**src/hw/wdtsl_regs.vh**
```
`ifndef WDTSL_REGS_VH
`define WDTSL_REGS_VH

////////////////////////////////////////////////////////////////////////////////
// Register map, word aligned byte addresses
`define WDTSL_ADDR_CTRL      4'h0
`define WDTSL_ADDR_RESTART   4'h4
`define WDTSL_ADDR_STATUS    4'h8

////////////////////////////////////////////////////////////////////////////////
// Control register fields
`define WDTSL_CE_BIT         4
`define WDTSL_EN_BIT         3
`define WDTSL_PS_MSB         2
`define WDTSL_PS_LSB         0
`define WDTSL_PS_RST         3'h0

// Status register fields
`define WDTSL_FLAG_BIT       3
`define WDTSL_LVL_MSB        1
`define WDTSL_LVL_LSB        0

////////////////////////////////////////////////////////////////////////////////
// Safety levels
`define WDTSL_LVL0           2'h0
`define WDTSL_LVL1           2'h1
`define WDTSL_LVL2           2'h2

////////////////////////////////////////////////////////////////////////////////
// Timing
`define WDTSL_CLK_HZ         10000000
`define WDTSL_OSC_HZ         1000000
`define WDTSL_OSC_DIV        8'h0a
`define WDTSL_BASE_OSC_CYC   22'h004000
`define WDTSL_UNLOCK_CYC     3'h4
`define WDTSL_CNT_W          22

////////////////////////////////////////////////////////////////////////////////
// Bus encodings
`define WDTSL_HSIZE_WORD     3'h2
`define WDTSL_HTRANS_ACT_BIT 1

`endif

```
**src/hw/wdtsl_wd_counter.v**
```verilog
`timescale 1ns/1ps
`include "wdtsl_regs.vh"

// Oscillator enable divider and time-out counter
module wdtsl_wd_counter #(
   parameter [7:0]              DIV  = `WDTSL_OSC_DIV,      // System cycles per osc tick
   parameter [`WDTSL_CNT_W-1:0] BASE = `WDTSL_BASE_OSC_CYC  // Osc cycles at prescale 0
) (
   // Clock and reset
   input  wire       clock_i,
   input  wire       srst_i,
   // Control
   input  wire       run_i,
   input  wire       clear_i,
   input  wire [2:0] presc_i,
   // Event
   output reg        timeout_o
);

   localparam [7:0] DIV_LAST = DIV - 8'd1;                   // Last divider state

   reg  [7:0]              div_cnt;                          // Oscillator phase
   reg                     osc_tick;                         // One cycle per osc period
   reg  [`WDTSL_CNT_W-1:0] count;                            // Elapsed osc cycles
   wire [`WDTSL_CNT_W-1:0] limit;                            // Terminal count

   // Time-out length doubles per prescale step
   assign limit = (BASE << presc_i) - {{(`WDTSL_CNT_W-1){1'b0}}, 1'b1};

   /////////////////////////////////////////////////////////////////////////////
   // Oscillator stand-in: free running, so its phase ignores the
   // watchdog state just as a separate oscillator would
   always @(posedge clock_i) begin
      if (srst_i) begin
         div_cnt  <= 8'h00;
         osc_tick <= 1'b0;
      end else if (div_cnt == DIV_LAST) begin
         div_cnt  <= 8'h00;
         osc_tick <= 1'b1;
      end else begin
         div_cnt  <= div_cnt + 8'h01;
         osc_tick <= 1'b0;
      end
   end

   /////////////////////////////////////////////////////////////////////////////
   // Time-out counter, advanced only on oscillator ticks
   always @(posedge clock_i) begin
      if (srst_i || clear_i || !run_i) begin
         // Restart, disable and chip reset all start a fresh period
         count     <= {`WDTSL_CNT_W{1'b0}};
         timeout_o <= 1'b0;
      end else if (osc_tick) begin
         // At or past the end: a shorter time-out written mid-period
         // must not wait for the counter to wrap
         if (count >= limit) begin
            count     <= {`WDTSL_CNT_W{1'b0}};
            timeout_o <= 1'b1;
         end else begin
            count     <= count + {{(`WDTSL_CNT_W-1){1'b0}}, 1'b1};
            timeout_o <= 1'b0;
         end
      end else begin
         timeout_o <= 1'b0;
      end
   end

endmodule

```
**src/hw/wdtsl_top.v**
```verilog
// Local design decisions: the placing of the registers and the AHB-Lite interface to the registers.
`timescale 1ns/1ps
`include "wdtsl_regs.vh"

module wdtsl_top #(
   parameter [7:0]              OSC_DIV  = `WDTSL_OSC_DIV,                // Clock per osc
   parameter [`WDTSL_CNT_W-1:0] BASE_CYC = `WDTSL_BASE_OSC_CYC            // Shorten in sim
) (
   // Clock and reset
   input  wire        clock_i,
   input  wire        srst_i,
   input  wire        por_i,
   // Configuration fuses, high when programmed
   input  wire        compat_fuse_i,
   input  wire        always_on_fuse_i,
   // AHB-Lite slave
   input  wire        hsel_i,
   input  wire [31:0] haddr_i,
   input  wire [1:0]  htrans_i,
   input  wire        hwrite_i,
   input  wire [2:0]  hsize_i,
   input  wire [31:0] hwdata_i,
   input  wire        hready_i,
   output reg         hreadyout_o,
   output reg         hresp_o,
   output reg  [31:0] hrdata_o,
   // Watchdog state
   output reg         wd_reset_o,
   output reg         wd_enabled_o
);

   /////////////////////////////////////////////////////////////////////////////
   // Declarations

   // Register map, one word each, upper bits read zero:
   //   control  bit 4 unlock, bit 3 enable, bits 2..0 prescale
   //   restart  any word written starts a fresh time-out period
   //   status   bit 3 watchdog reset flag, bits 1..0 safety level
   // A register write stands in for the restart instruction, so the
   // processor needs no special opcode to service the watchdog; the
   // price is that a stray store to that word also restarts it

   // Fuse synchronisers, three stages per fuse
   reg  [1:0]  fuse_s1;                    // First stage, read by stage two only
   reg  [1:0]  fuse_s2;                    // Second stage
   reg  [1:0]  fuse_s3;                    // Third stage
   reg  [1:0]  fuse_q;                     // Accepted fuse values
   wire [1:0]  fuse_raw;                   // Pins gathered for the loop
   wire        compat_fuse;                // Filtered compatibility fuse
   wire        always_on_fuse;             // Filtered always-on fuse
   reg  [1:0]  level;                      // Current safety level

   // Control state
   reg         change_unlock;              // Change window open
   reg  [2:0]  unlock_cnt;                 // Cycles left in the window
   reg         wd_enable;                  // Software enable
   reg  [2:0]  prescale_sel;               // Time-out select
   reg         wd_reset_flag;              // Sticky watchdog reset cause
   wire        wd_active;                  // Enable after level forcing

   // Next values
   reg         next_change_unlock;
   reg  [2:0]  next_unlock_cnt;
   reg         next_wd_enable;
   reg  [2:0]  next_prescale_sel;
   reg         next_wd_reset_flag;
   reg  [31:0] next_rdata;

   // Bus pipeline
   reg         dp_write;                   // Data phase is a taken write
   reg  [3:0]  dp_addr;                    // Data phase register address
   wire        ap_take;                    // Address phase accepted
   wire        ap_mapped;                  // Address inside the block
   wire        wr_ctrl;                    // Control written this cycle
   wire        wr_restart;                 // Restart command this cycle
   wire        wr_status;                  // Status written this cycle

   // Counter event
   wire        wd_timeout;                 // One-cycle time-out strobe

   /////////////////////////////////////////////////////////////////////////////
   // Fuse input synchronisers

   assign fuse_raw = {always_on_fuse_i, compat_fuse_i};

   // Fuses are static in practice; the agreement check only keeps a
   // metastable settle from ever reaching the level decode
   // Stage one is read by stage two only, never by any other logic
   genvar gi;
   generate
      for (gi = 0; gi < 2; gi = gi + 1) begin : g_fuse
         always @(posedge clock_i) begin
            if (srst_i) begin
               fuse_s1[gi] <= 1'b0;
               fuse_s2[gi] <= 1'b0;
               fuse_s3[gi] <= 1'b0;
               fuse_q[gi]  <= 1'b0;
            end else begin
               fuse_s1[gi] <= fuse_raw[gi];
               fuse_s2[gi] <= fuse_s1[gi];
               fuse_s3[gi] <= fuse_s2[gi];
               // Accept a change once stages two and three agree
               if (fuse_s2[gi] == fuse_s3[gi]) begin
                  fuse_q[gi] <= fuse_s3[gi];
               end
            end
         end
      end
   endgenerate

   assign compat_fuse    = fuse_q[0];
   assign always_on_fuse = fuse_q[1];

   /////////////////////////////////////////////////////////////////////////////
   // Safety level decode

   // Until the synchronisers settle after reset the fuses read as
   // unprogrammed, so the block briefly behaves as level 1; fuses
   // are expected to be stable long before reset is released

   // Always-on fuse dominates the compatibility fuse
   always @* begin
      if (always_on_fuse) begin
         level = `WDTSL_LVL2;
      end else if (compat_fuse) begin
         level = `WDTSL_LVL0;
      end else begin
         level = `WDTSL_LVL1;
      end
   end

   // Level 2 forces the watchdog on regardless of the stored enable
   assign wd_active = wd_enable | (level == `WDTSL_LVL2);

   /////////////////////////////////////////////////////////////////////////////
   // AHB-Lite address phase and data phase decode

   // Addresses outside the block or not word aligned read as zero
   assign ap_mapped = (haddr_i[31:4] == 28'h0000000) && (haddr_i[1:0] == 2'h0);
   assign ap_take   = hsel_i && htrans_i[`WDTSL_HTRANS_ACT_BIT] && hready_i;

   // Only word writes are taken; other sizes still get an OKAY
   always @(posedge clock_i) begin
      if (srst_i) begin
         dp_write <= 1'b0;
         dp_addr  <= 4'h0;
      end else if (hready_i) begin
         dp_write <= ap_take && hwrite_i && ap_mapped && (hsize_i == `WDTSL_HSIZE_WORD);
         dp_addr  <= haddr_i[3:0];
      end
   end

   assign wr_ctrl    = dp_write && (dp_addr == `WDTSL_ADDR_CTRL);
   assign wr_restart = dp_write && (dp_addr == `WDTSL_ADDR_RESTART);
   assign wr_status  = dp_write && (dp_addr == `WDTSL_ADDR_STATUS);

   /////////////////////////////////////////////////////////////////////////////
   // Control next-state logic

   // The window opens on the write edge and stays visible for four
   // system clocks; a second control write with unlock clear uses it
   // up at once, but a write with unlock set leaves it open, so one opening can allow two changes.
   // Level 2 takes the opening write only to time a prescale change;
   // the enable value of the second write is ignored there.

   always @* begin
      next_change_unlock = change_unlock;
      next_unlock_cnt    = unlock_cnt;
      next_wd_enable     = wd_enable;
      next_prescale_sel  = prescale_sel;
      next_wd_reset_flag = wd_reset_flag;

      // Window closes on its own after four system clocks
      if (change_unlock) begin
         if (unlock_cnt == 3'h1) begin
            next_change_unlock = 1'b0;
            next_unlock_cnt    = 3'h0;
         end else begin
            next_unlock_cnt = unlock_cnt - 3'h1;
         end
      end

      if (wr_ctrl) begin
         // Enable side: setting is always free
         if (hwdata_i[`WDTSL_EN_BIT]) begin
            next_wd_enable = 1'b1;
         end else if (change_unlock && (level != `WDTSL_LVL2)) begin
            // Disable only inside an open window, never at level 2
            next_wd_enable = 1'b0;
         end

         // Prescale side: free at level 0, windowed otherwise
         if ((level == `WDTSL_LVL0) || change_unlock) begin
            next_prescale_sel = hwdata_i[`WDTSL_PS_MSB:`WDTSL_PS_LSB];
         end

         // Opening needs unlock and enable written together
         if (hwdata_i[`WDTSL_CE_BIT] && hwdata_i[`WDTSL_EN_BIT]) begin
            next_change_unlock = 1'b1;
            next_unlock_cnt    = `WDTSL_UNLOCK_CYC;
         end else if (!hwdata_i[`WDTSL_CE_BIT]) begin
            // Second write of a sequence consumes the window
            next_change_unlock = 1'b0;
            next_unlock_cnt    = 3'h0;
         end
      end

      // Flag clears by power-on reset or by a written zero
      // Writing one to the flag has no effect
      if (por_i || (wr_status && !hwdata_i[`WDTSL_FLAG_BIT])) begin
         next_wd_reset_flag = 1'b0;
      end
      // A time-out in the clearing cycle still sets the flag
      if (wd_timeout) begin
         next_wd_reset_flag = 1'b1;
      end
   end

   /////////////////////////////////////////////////////////////////////////////
   // Control registers

   // Chip reset restores the start-up state; levels 0 and 1 start off
   always @(posedge clock_i) begin
      if (srst_i) begin
         change_unlock <= 1'b0;
         unlock_cnt    <= 3'h0;
         wd_enable     <= 1'b0;
         prescale_sel  <= `WDTSL_PS_RST;
      end else begin
         change_unlock <= next_change_unlock;
         unlock_cnt    <= next_unlock_cnt;
         wd_enable     <= next_wd_enable;
         prescale_sel  <= next_prescale_sel;
      end
   end

   // Reset cause must survive the reset it reports, so chip reset leaves it;
   // only power-on reset or a written zero clears it
   always @(posedge clock_i) begin
      wd_reset_flag <= next_wd_reset_flag;
   end

   /////////////////////////////////////////////////////////////////////////////
   // Read data

   // Built from next values so a read right behind a write sees it
   always @* begin
      next_rdata = 32'h00000000;
      if (ap_take && !hwrite_i && ap_mapped) begin
         case (haddr_i[3:0])
            `WDTSL_ADDR_CTRL: begin
               // Upper bits stay zero
               next_rdata[`WDTSL_CE_BIT] = next_change_unlock;
               next_rdata[`WDTSL_EN_BIT] = next_wd_enable |
                                           (level == `WDTSL_LVL2);
               next_rdata[`WDTSL_PS_MSB:`WDTSL_PS_LSB] = next_prescale_sel;
            end
            `WDTSL_ADDR_STATUS: begin
               next_rdata[`WDTSL_FLAG_BIT] = next_wd_reset_flag;
               next_rdata[`WDTSL_LVL_MSB:`WDTSL_LVL_LSB] = level;
            end
            default: begin
               // Restart and holes read as zero
               next_rdata = 32'h00000000;
            end
         endcase
      end
   end

   /////////////////////////////////////////////////////////////////////////////
   // Bus outputs

   // Zero wait states and always OKAY; unmapped writes are dropped
   // Ready is low during reset so no transfer is taken while the
   // control state is being restored
   always @(posedge clock_i) begin
      if (srst_i) begin
         hreadyout_o <= 1'b0;
         hresp_o     <= 1'b0;
         hrdata_o    <= 32'h00000000;
      end else begin
         hreadyout_o <= 1'b1;
         hresp_o     <= 1'b0;
         if (hready_i) begin
            hrdata_o <= next_rdata;
         end
      end
   end

   /////////////////////////////////////////////////////////////////////////////
   // Time-out counter

   // The terminal count is rebuilt from the current prescale, so a
   // shorter time-out written mid-period takes effect at once
   // instead of waiting for a wrap
   // Restart writes stand in for the restart instruction
   wdtsl_wd_counter #(
      .DIV  (OSC_DIV),
      .BASE (BASE_CYC)
   ) u_counter (
      .clock_i   (clock_i),
      .srst_i    (srst_i),
      .run_i     (wd_active),
      .clear_i   (wr_restart),
      .presc_i   (prescale_sel),
      .timeout_o (wd_timeout)
   );

   /////////////////////////////////////////////////////////////////////////////
   // Watchdog outputs

   // Reset request is one clock wide; the chip reset logic stretches it
   // The enabled output shows the level 2 forcing, so it can rise a
   // few clocks after reset while the fuse synchronisers settle
   always @(posedge clock_i) begin
      if (srst_i) begin
         wd_reset_o   <= 1'b0;
         wd_enabled_o <= 1'b0;
      end else begin
         wd_reset_o   <= wd_timeout;
         wd_enabled_o <= wd_active;
      end
   end

endmodule

```
**config.mk**
```make
export PLATFORM = sky130hd
export DESIGN_NAME = wdtsl_top
export DESIGN_NICKNAME = d
export VERILOG_FILES = /design/src/hw/wdtsl_wd_counter.v /design/src/hw/wdtsl_top.v
export VERILOG_INCLUDE_DIRS = /design/src /design/src/hw
export SDC_FILE = /design/constraint.sdc
export NUM_CORES = 1
export LEC_CHECK = 0
export ABC_AREA = 1
export BUFFER_PORTS_ARGS = -buffer_cell sky130_fd_sc_hd__buf_4
export CAP_MARGIN = 10
export CORE_MARGIN = 4
export CORE_UTILIZATION = 51
export CTS_CLUSTER_DIAMETER = 120
export DETAILED_ROUTE_END_ITERATION = 8
export PLACE_DENSITY = 0.81
export SYNTH_ARGS = -nofsm -noshare
export SYNTH_HDL_FRONTEND = slang
export SYNTH_SLANG_ARGS = --single-unit
```
**constraint.sdc**
```tcl
create_clock -name clock_i -period 1.82 [get_ports clock_i]
set_clock_uncertainty 0.1 [all_clocks]
set_input_delay 0.182 -clock clock_i [delete_from_list [all_inputs] [get_ports clock_i]]
set_output_delay 0.182 -clock clock_i [all_outputs]
set_load 0.02 [all_outputs]
```
==> flow_summary.ini <==
[outcome]
status = complete, no violations

[worst_hold_path]
hold_class = input pin to flip-flop
min_to = dp_write
hold_start = hwrite_i
holdPathStages = 3

[global_routing]
antenna_found_initial = 0
grt_pass1_vias = 2838
overflow = 0
grt_max_degree = 23
grt_use_total = 0.192
grt_pass1_wl_um = 11900

[pwr]
p_leak_uw = 0.00184
power_uw = 2810
intPower_uw = 2100
p_switching_uw = 713
power_frac_clock = 0.430
combPwrFrac = 0.079
irDropWorstVdd_uv = 499
p_seq_frac = 0.491
p_sw_frac = 0.254
power.density_mw_per_mm2 = 688

[layout]
instances_no_fill = 626
seqCellArea_mm2 = 0.00125
synthToLayoutAreaGrowth_pct = 22.5
drive_above_1_share = 0.199
multi_input_area_mm2 = 0.00177
nets = 634
antennaDiodeCount = 0
nFillCells = 536
final_cell_mix = nand2_1, nor2_1, inv_1, dfxtp_1, buf_4
mostFrequentLayoutCell = nand2_1

[critical_path]
crit_chain = nor2_1 -> ha_1 -> a21oi_1 -> o21ai_1 -> nand2_1 -> nand2_1 -> nand2_2 -> nand3_4 -> clkbuf_16 -> nor2_1
worst_ep_arrival_time_ps = 1970
rrSetupSlack_ps = 20
critPathRequiredTime_ps = 1990
endpoint_kind = flip-flop
cpPeakStageDelay_ps = 370
worstSetupPathType = flip-flop to flip-flop
cp_max_fo = 7
r2r_start = prescale_sel[2]
ff2ff_path_depth = 10
critPathSlowestCell = dfxtp_4
critPathLaunchType = flip-flop
r2r_end = u_counter.count[11]

[job]
cap_violations = 0

[routing]
wire_per_inst_um = 12.5
drt-initial-drc-count = 120
drc = 0
avgViaCountPerCell = 4.98
ant_nets = 0
vias = 3115
first_pass_iters = 4
wl_um = 7810

[synthesis]
synth_cell_types = 35
synthFlopType = dfxtp_1
synth-compound-area-share = 0.0667
synth-adder-area-share = 0.0487
yosysWarnings = 0
netlist_instances = 474
synth_top_family_by_area = simple AND/OR/NAND/NOR gates
syn_avg_cell_area_um2 = 7.04
yosys-mux-area-fraction = 0.00300
synth-edff-count = 0
synthXorXnorAreaFrac = 0.0210
synth.area.top_cells = dfxtp_1, nand2_1, nor2_1
synth_top_area_cell = dfxtp_1
netlist_area_mm2 = 0.00334
synth-simple-area-share = 0.343
yosysSeqAreaShare = 0.372
synth.top_cell.area_share = 0.372
synthArstFlopShare = 0
ys_ff_latch = 62

[timing]
fin_tns_setup_ps = 0
final.period_utilization = 0.987
final_hold_viol_count = 0
fin_ws_ps = 23.5
slew_viol_final = 0
fmax_ghz = 0.557
relSlewSlack = 0.638
setup_viol = 0
fin_hold_ws_ps = 14.9
post-route-min-period_ps = 1800
worst-slew-pin-transition_ps = 539

[cts]
clkLatencyLatePin_ps = 340
cts_tree = yes
ctsLongestPathBuffers = 2
cts-root-buf = clkbuf_8
clkSinkCount = 62
postCtsSetupBuffers = 0
clk_pin_slew_ps = 70
cts_made_buffers = 9
h-tree-depth = 3

[placement]
dp_hpwl_um = 5530
port_buffers = 56
dpl_worst_slack_ps = -23.8
dp.cells = 603
globalplace.congestion = 0.863

[die]
die_x_um = 88.9
die_h_um = 88.9
die_area_mm2 = 0.00790
core_mm2 = 0.00635
boundaryPins = 113
initial_core_util = 0.526
std_cell_rows = 29
## through the flow
stage | util | instance area (um2)
2_1_floorplan | - | 3440
3_3_place_gp | 0.588 | 3740
3_5_place_dp | 0.588 | 3740
4_1_cts | 0.628 | 3990
5_1_grt | 0.644 | 4090
6_report | 0.644 | 4090
## metal layers
layer	vias to the layer above	GRT usage	part of all wire
met5	-	0	0
met4	0	0.0659	0.0092
met3	9	0.0415	0.060
met2	84	0.341	0.53
met1	1426	0.229	0.40
li1	1596	-	-
## worst max-delay path by stage
stage                          startpoint             endpoint  slack [ps]  depth (start not counted)
final                     prescale_sel[2]  u_counter.count[11]          20                         10
after global routing      prescale_sel[2]  u_counter.count[11]         -60                         10
after CTS                 prescale_sel[2]   u_counter.count[3]           2                         10
after detailed placement  prescale_sel[1]   u_counter.count[3]         -20                          8
after global placement    prescale_sel[1]  u_counter.count[19]          10                          8
after floorplan           prescale_sel[1]   u_counter.count[3]         170                          8
## sequential cells by signal, indices dropped and copies added (netlist names), 2 cells and up
signal,count
prescale_sel,3
u_counter.count,22
fuse_s2,2
fuse_s1,2
u_counter.div_cnt,8
dp_addr,4
hrdata_o,5
unlock_cnt,3
fuse_s3,2
## kinds of logic after synthesis
family                   Yosys count
AND/OR/NAND/NOR                  252
buffers and inverters             94
adder cells (fa/ha/maj)           13
XOR/XNOR                           8
flip-flops                        62
other                              2
AO/OA/AOI/OAI                     42
multiplexers                       1
## cell type report
| type | instances | area share |
|---|---|---|
| timing repair buffer | 66 | 0.132 |
| tap | 77 | 0.0236 |
| sequential | 62 | 0.307 |
| clock inverter | 7 | 0.0184 |
| inverter | 60 | 0.0551 |
| clock buffer | 9 | 0.0303 |
| multi-input combinational | 345 | 0.434 |
## cell usage after synthesis (3+ instances only)
master	count
nand2_1	98
nor2_1	78
dfxtp_1	62
inv_1	59
buf_4	29
nand3_1	29
a21oi_1	18
o21ai_0	16
nor3_1	14
ha_1	13
nand4_1	11
nor2_2	5
xor2_1	5
nor2_4	4
nand3_2	3
xnor2_1	3
## worst max-delay path, delay by kind of cell (launching register included)
kind / cells / cell delay [ps]
simple gates: 6 / 600
flops: 1 / 370
fa+ha+maj: 1 / 270
compound gates: 2 / 220
buf+inv: 1 / 180
## what timing repair did
action                                 CTS  global route
resized for setup                        1            18
hold buffers                             5             0
setup endpoints to repair               22            22
pin swaps                                0             7
cloned                                   0             2
endpoints found under the hold margin    5             0
## power groups by stage
stage	sequential, uW	clock [uW]	combinational, uW
after global routing	1380	1270	244
after global placement	1420	0	203
after CTS	1390	1220	218
after floorplan	1420	0	156
after detailed placement	1420	0	208
final	1380	1210	221
Power figures use the tool's default switching activity.
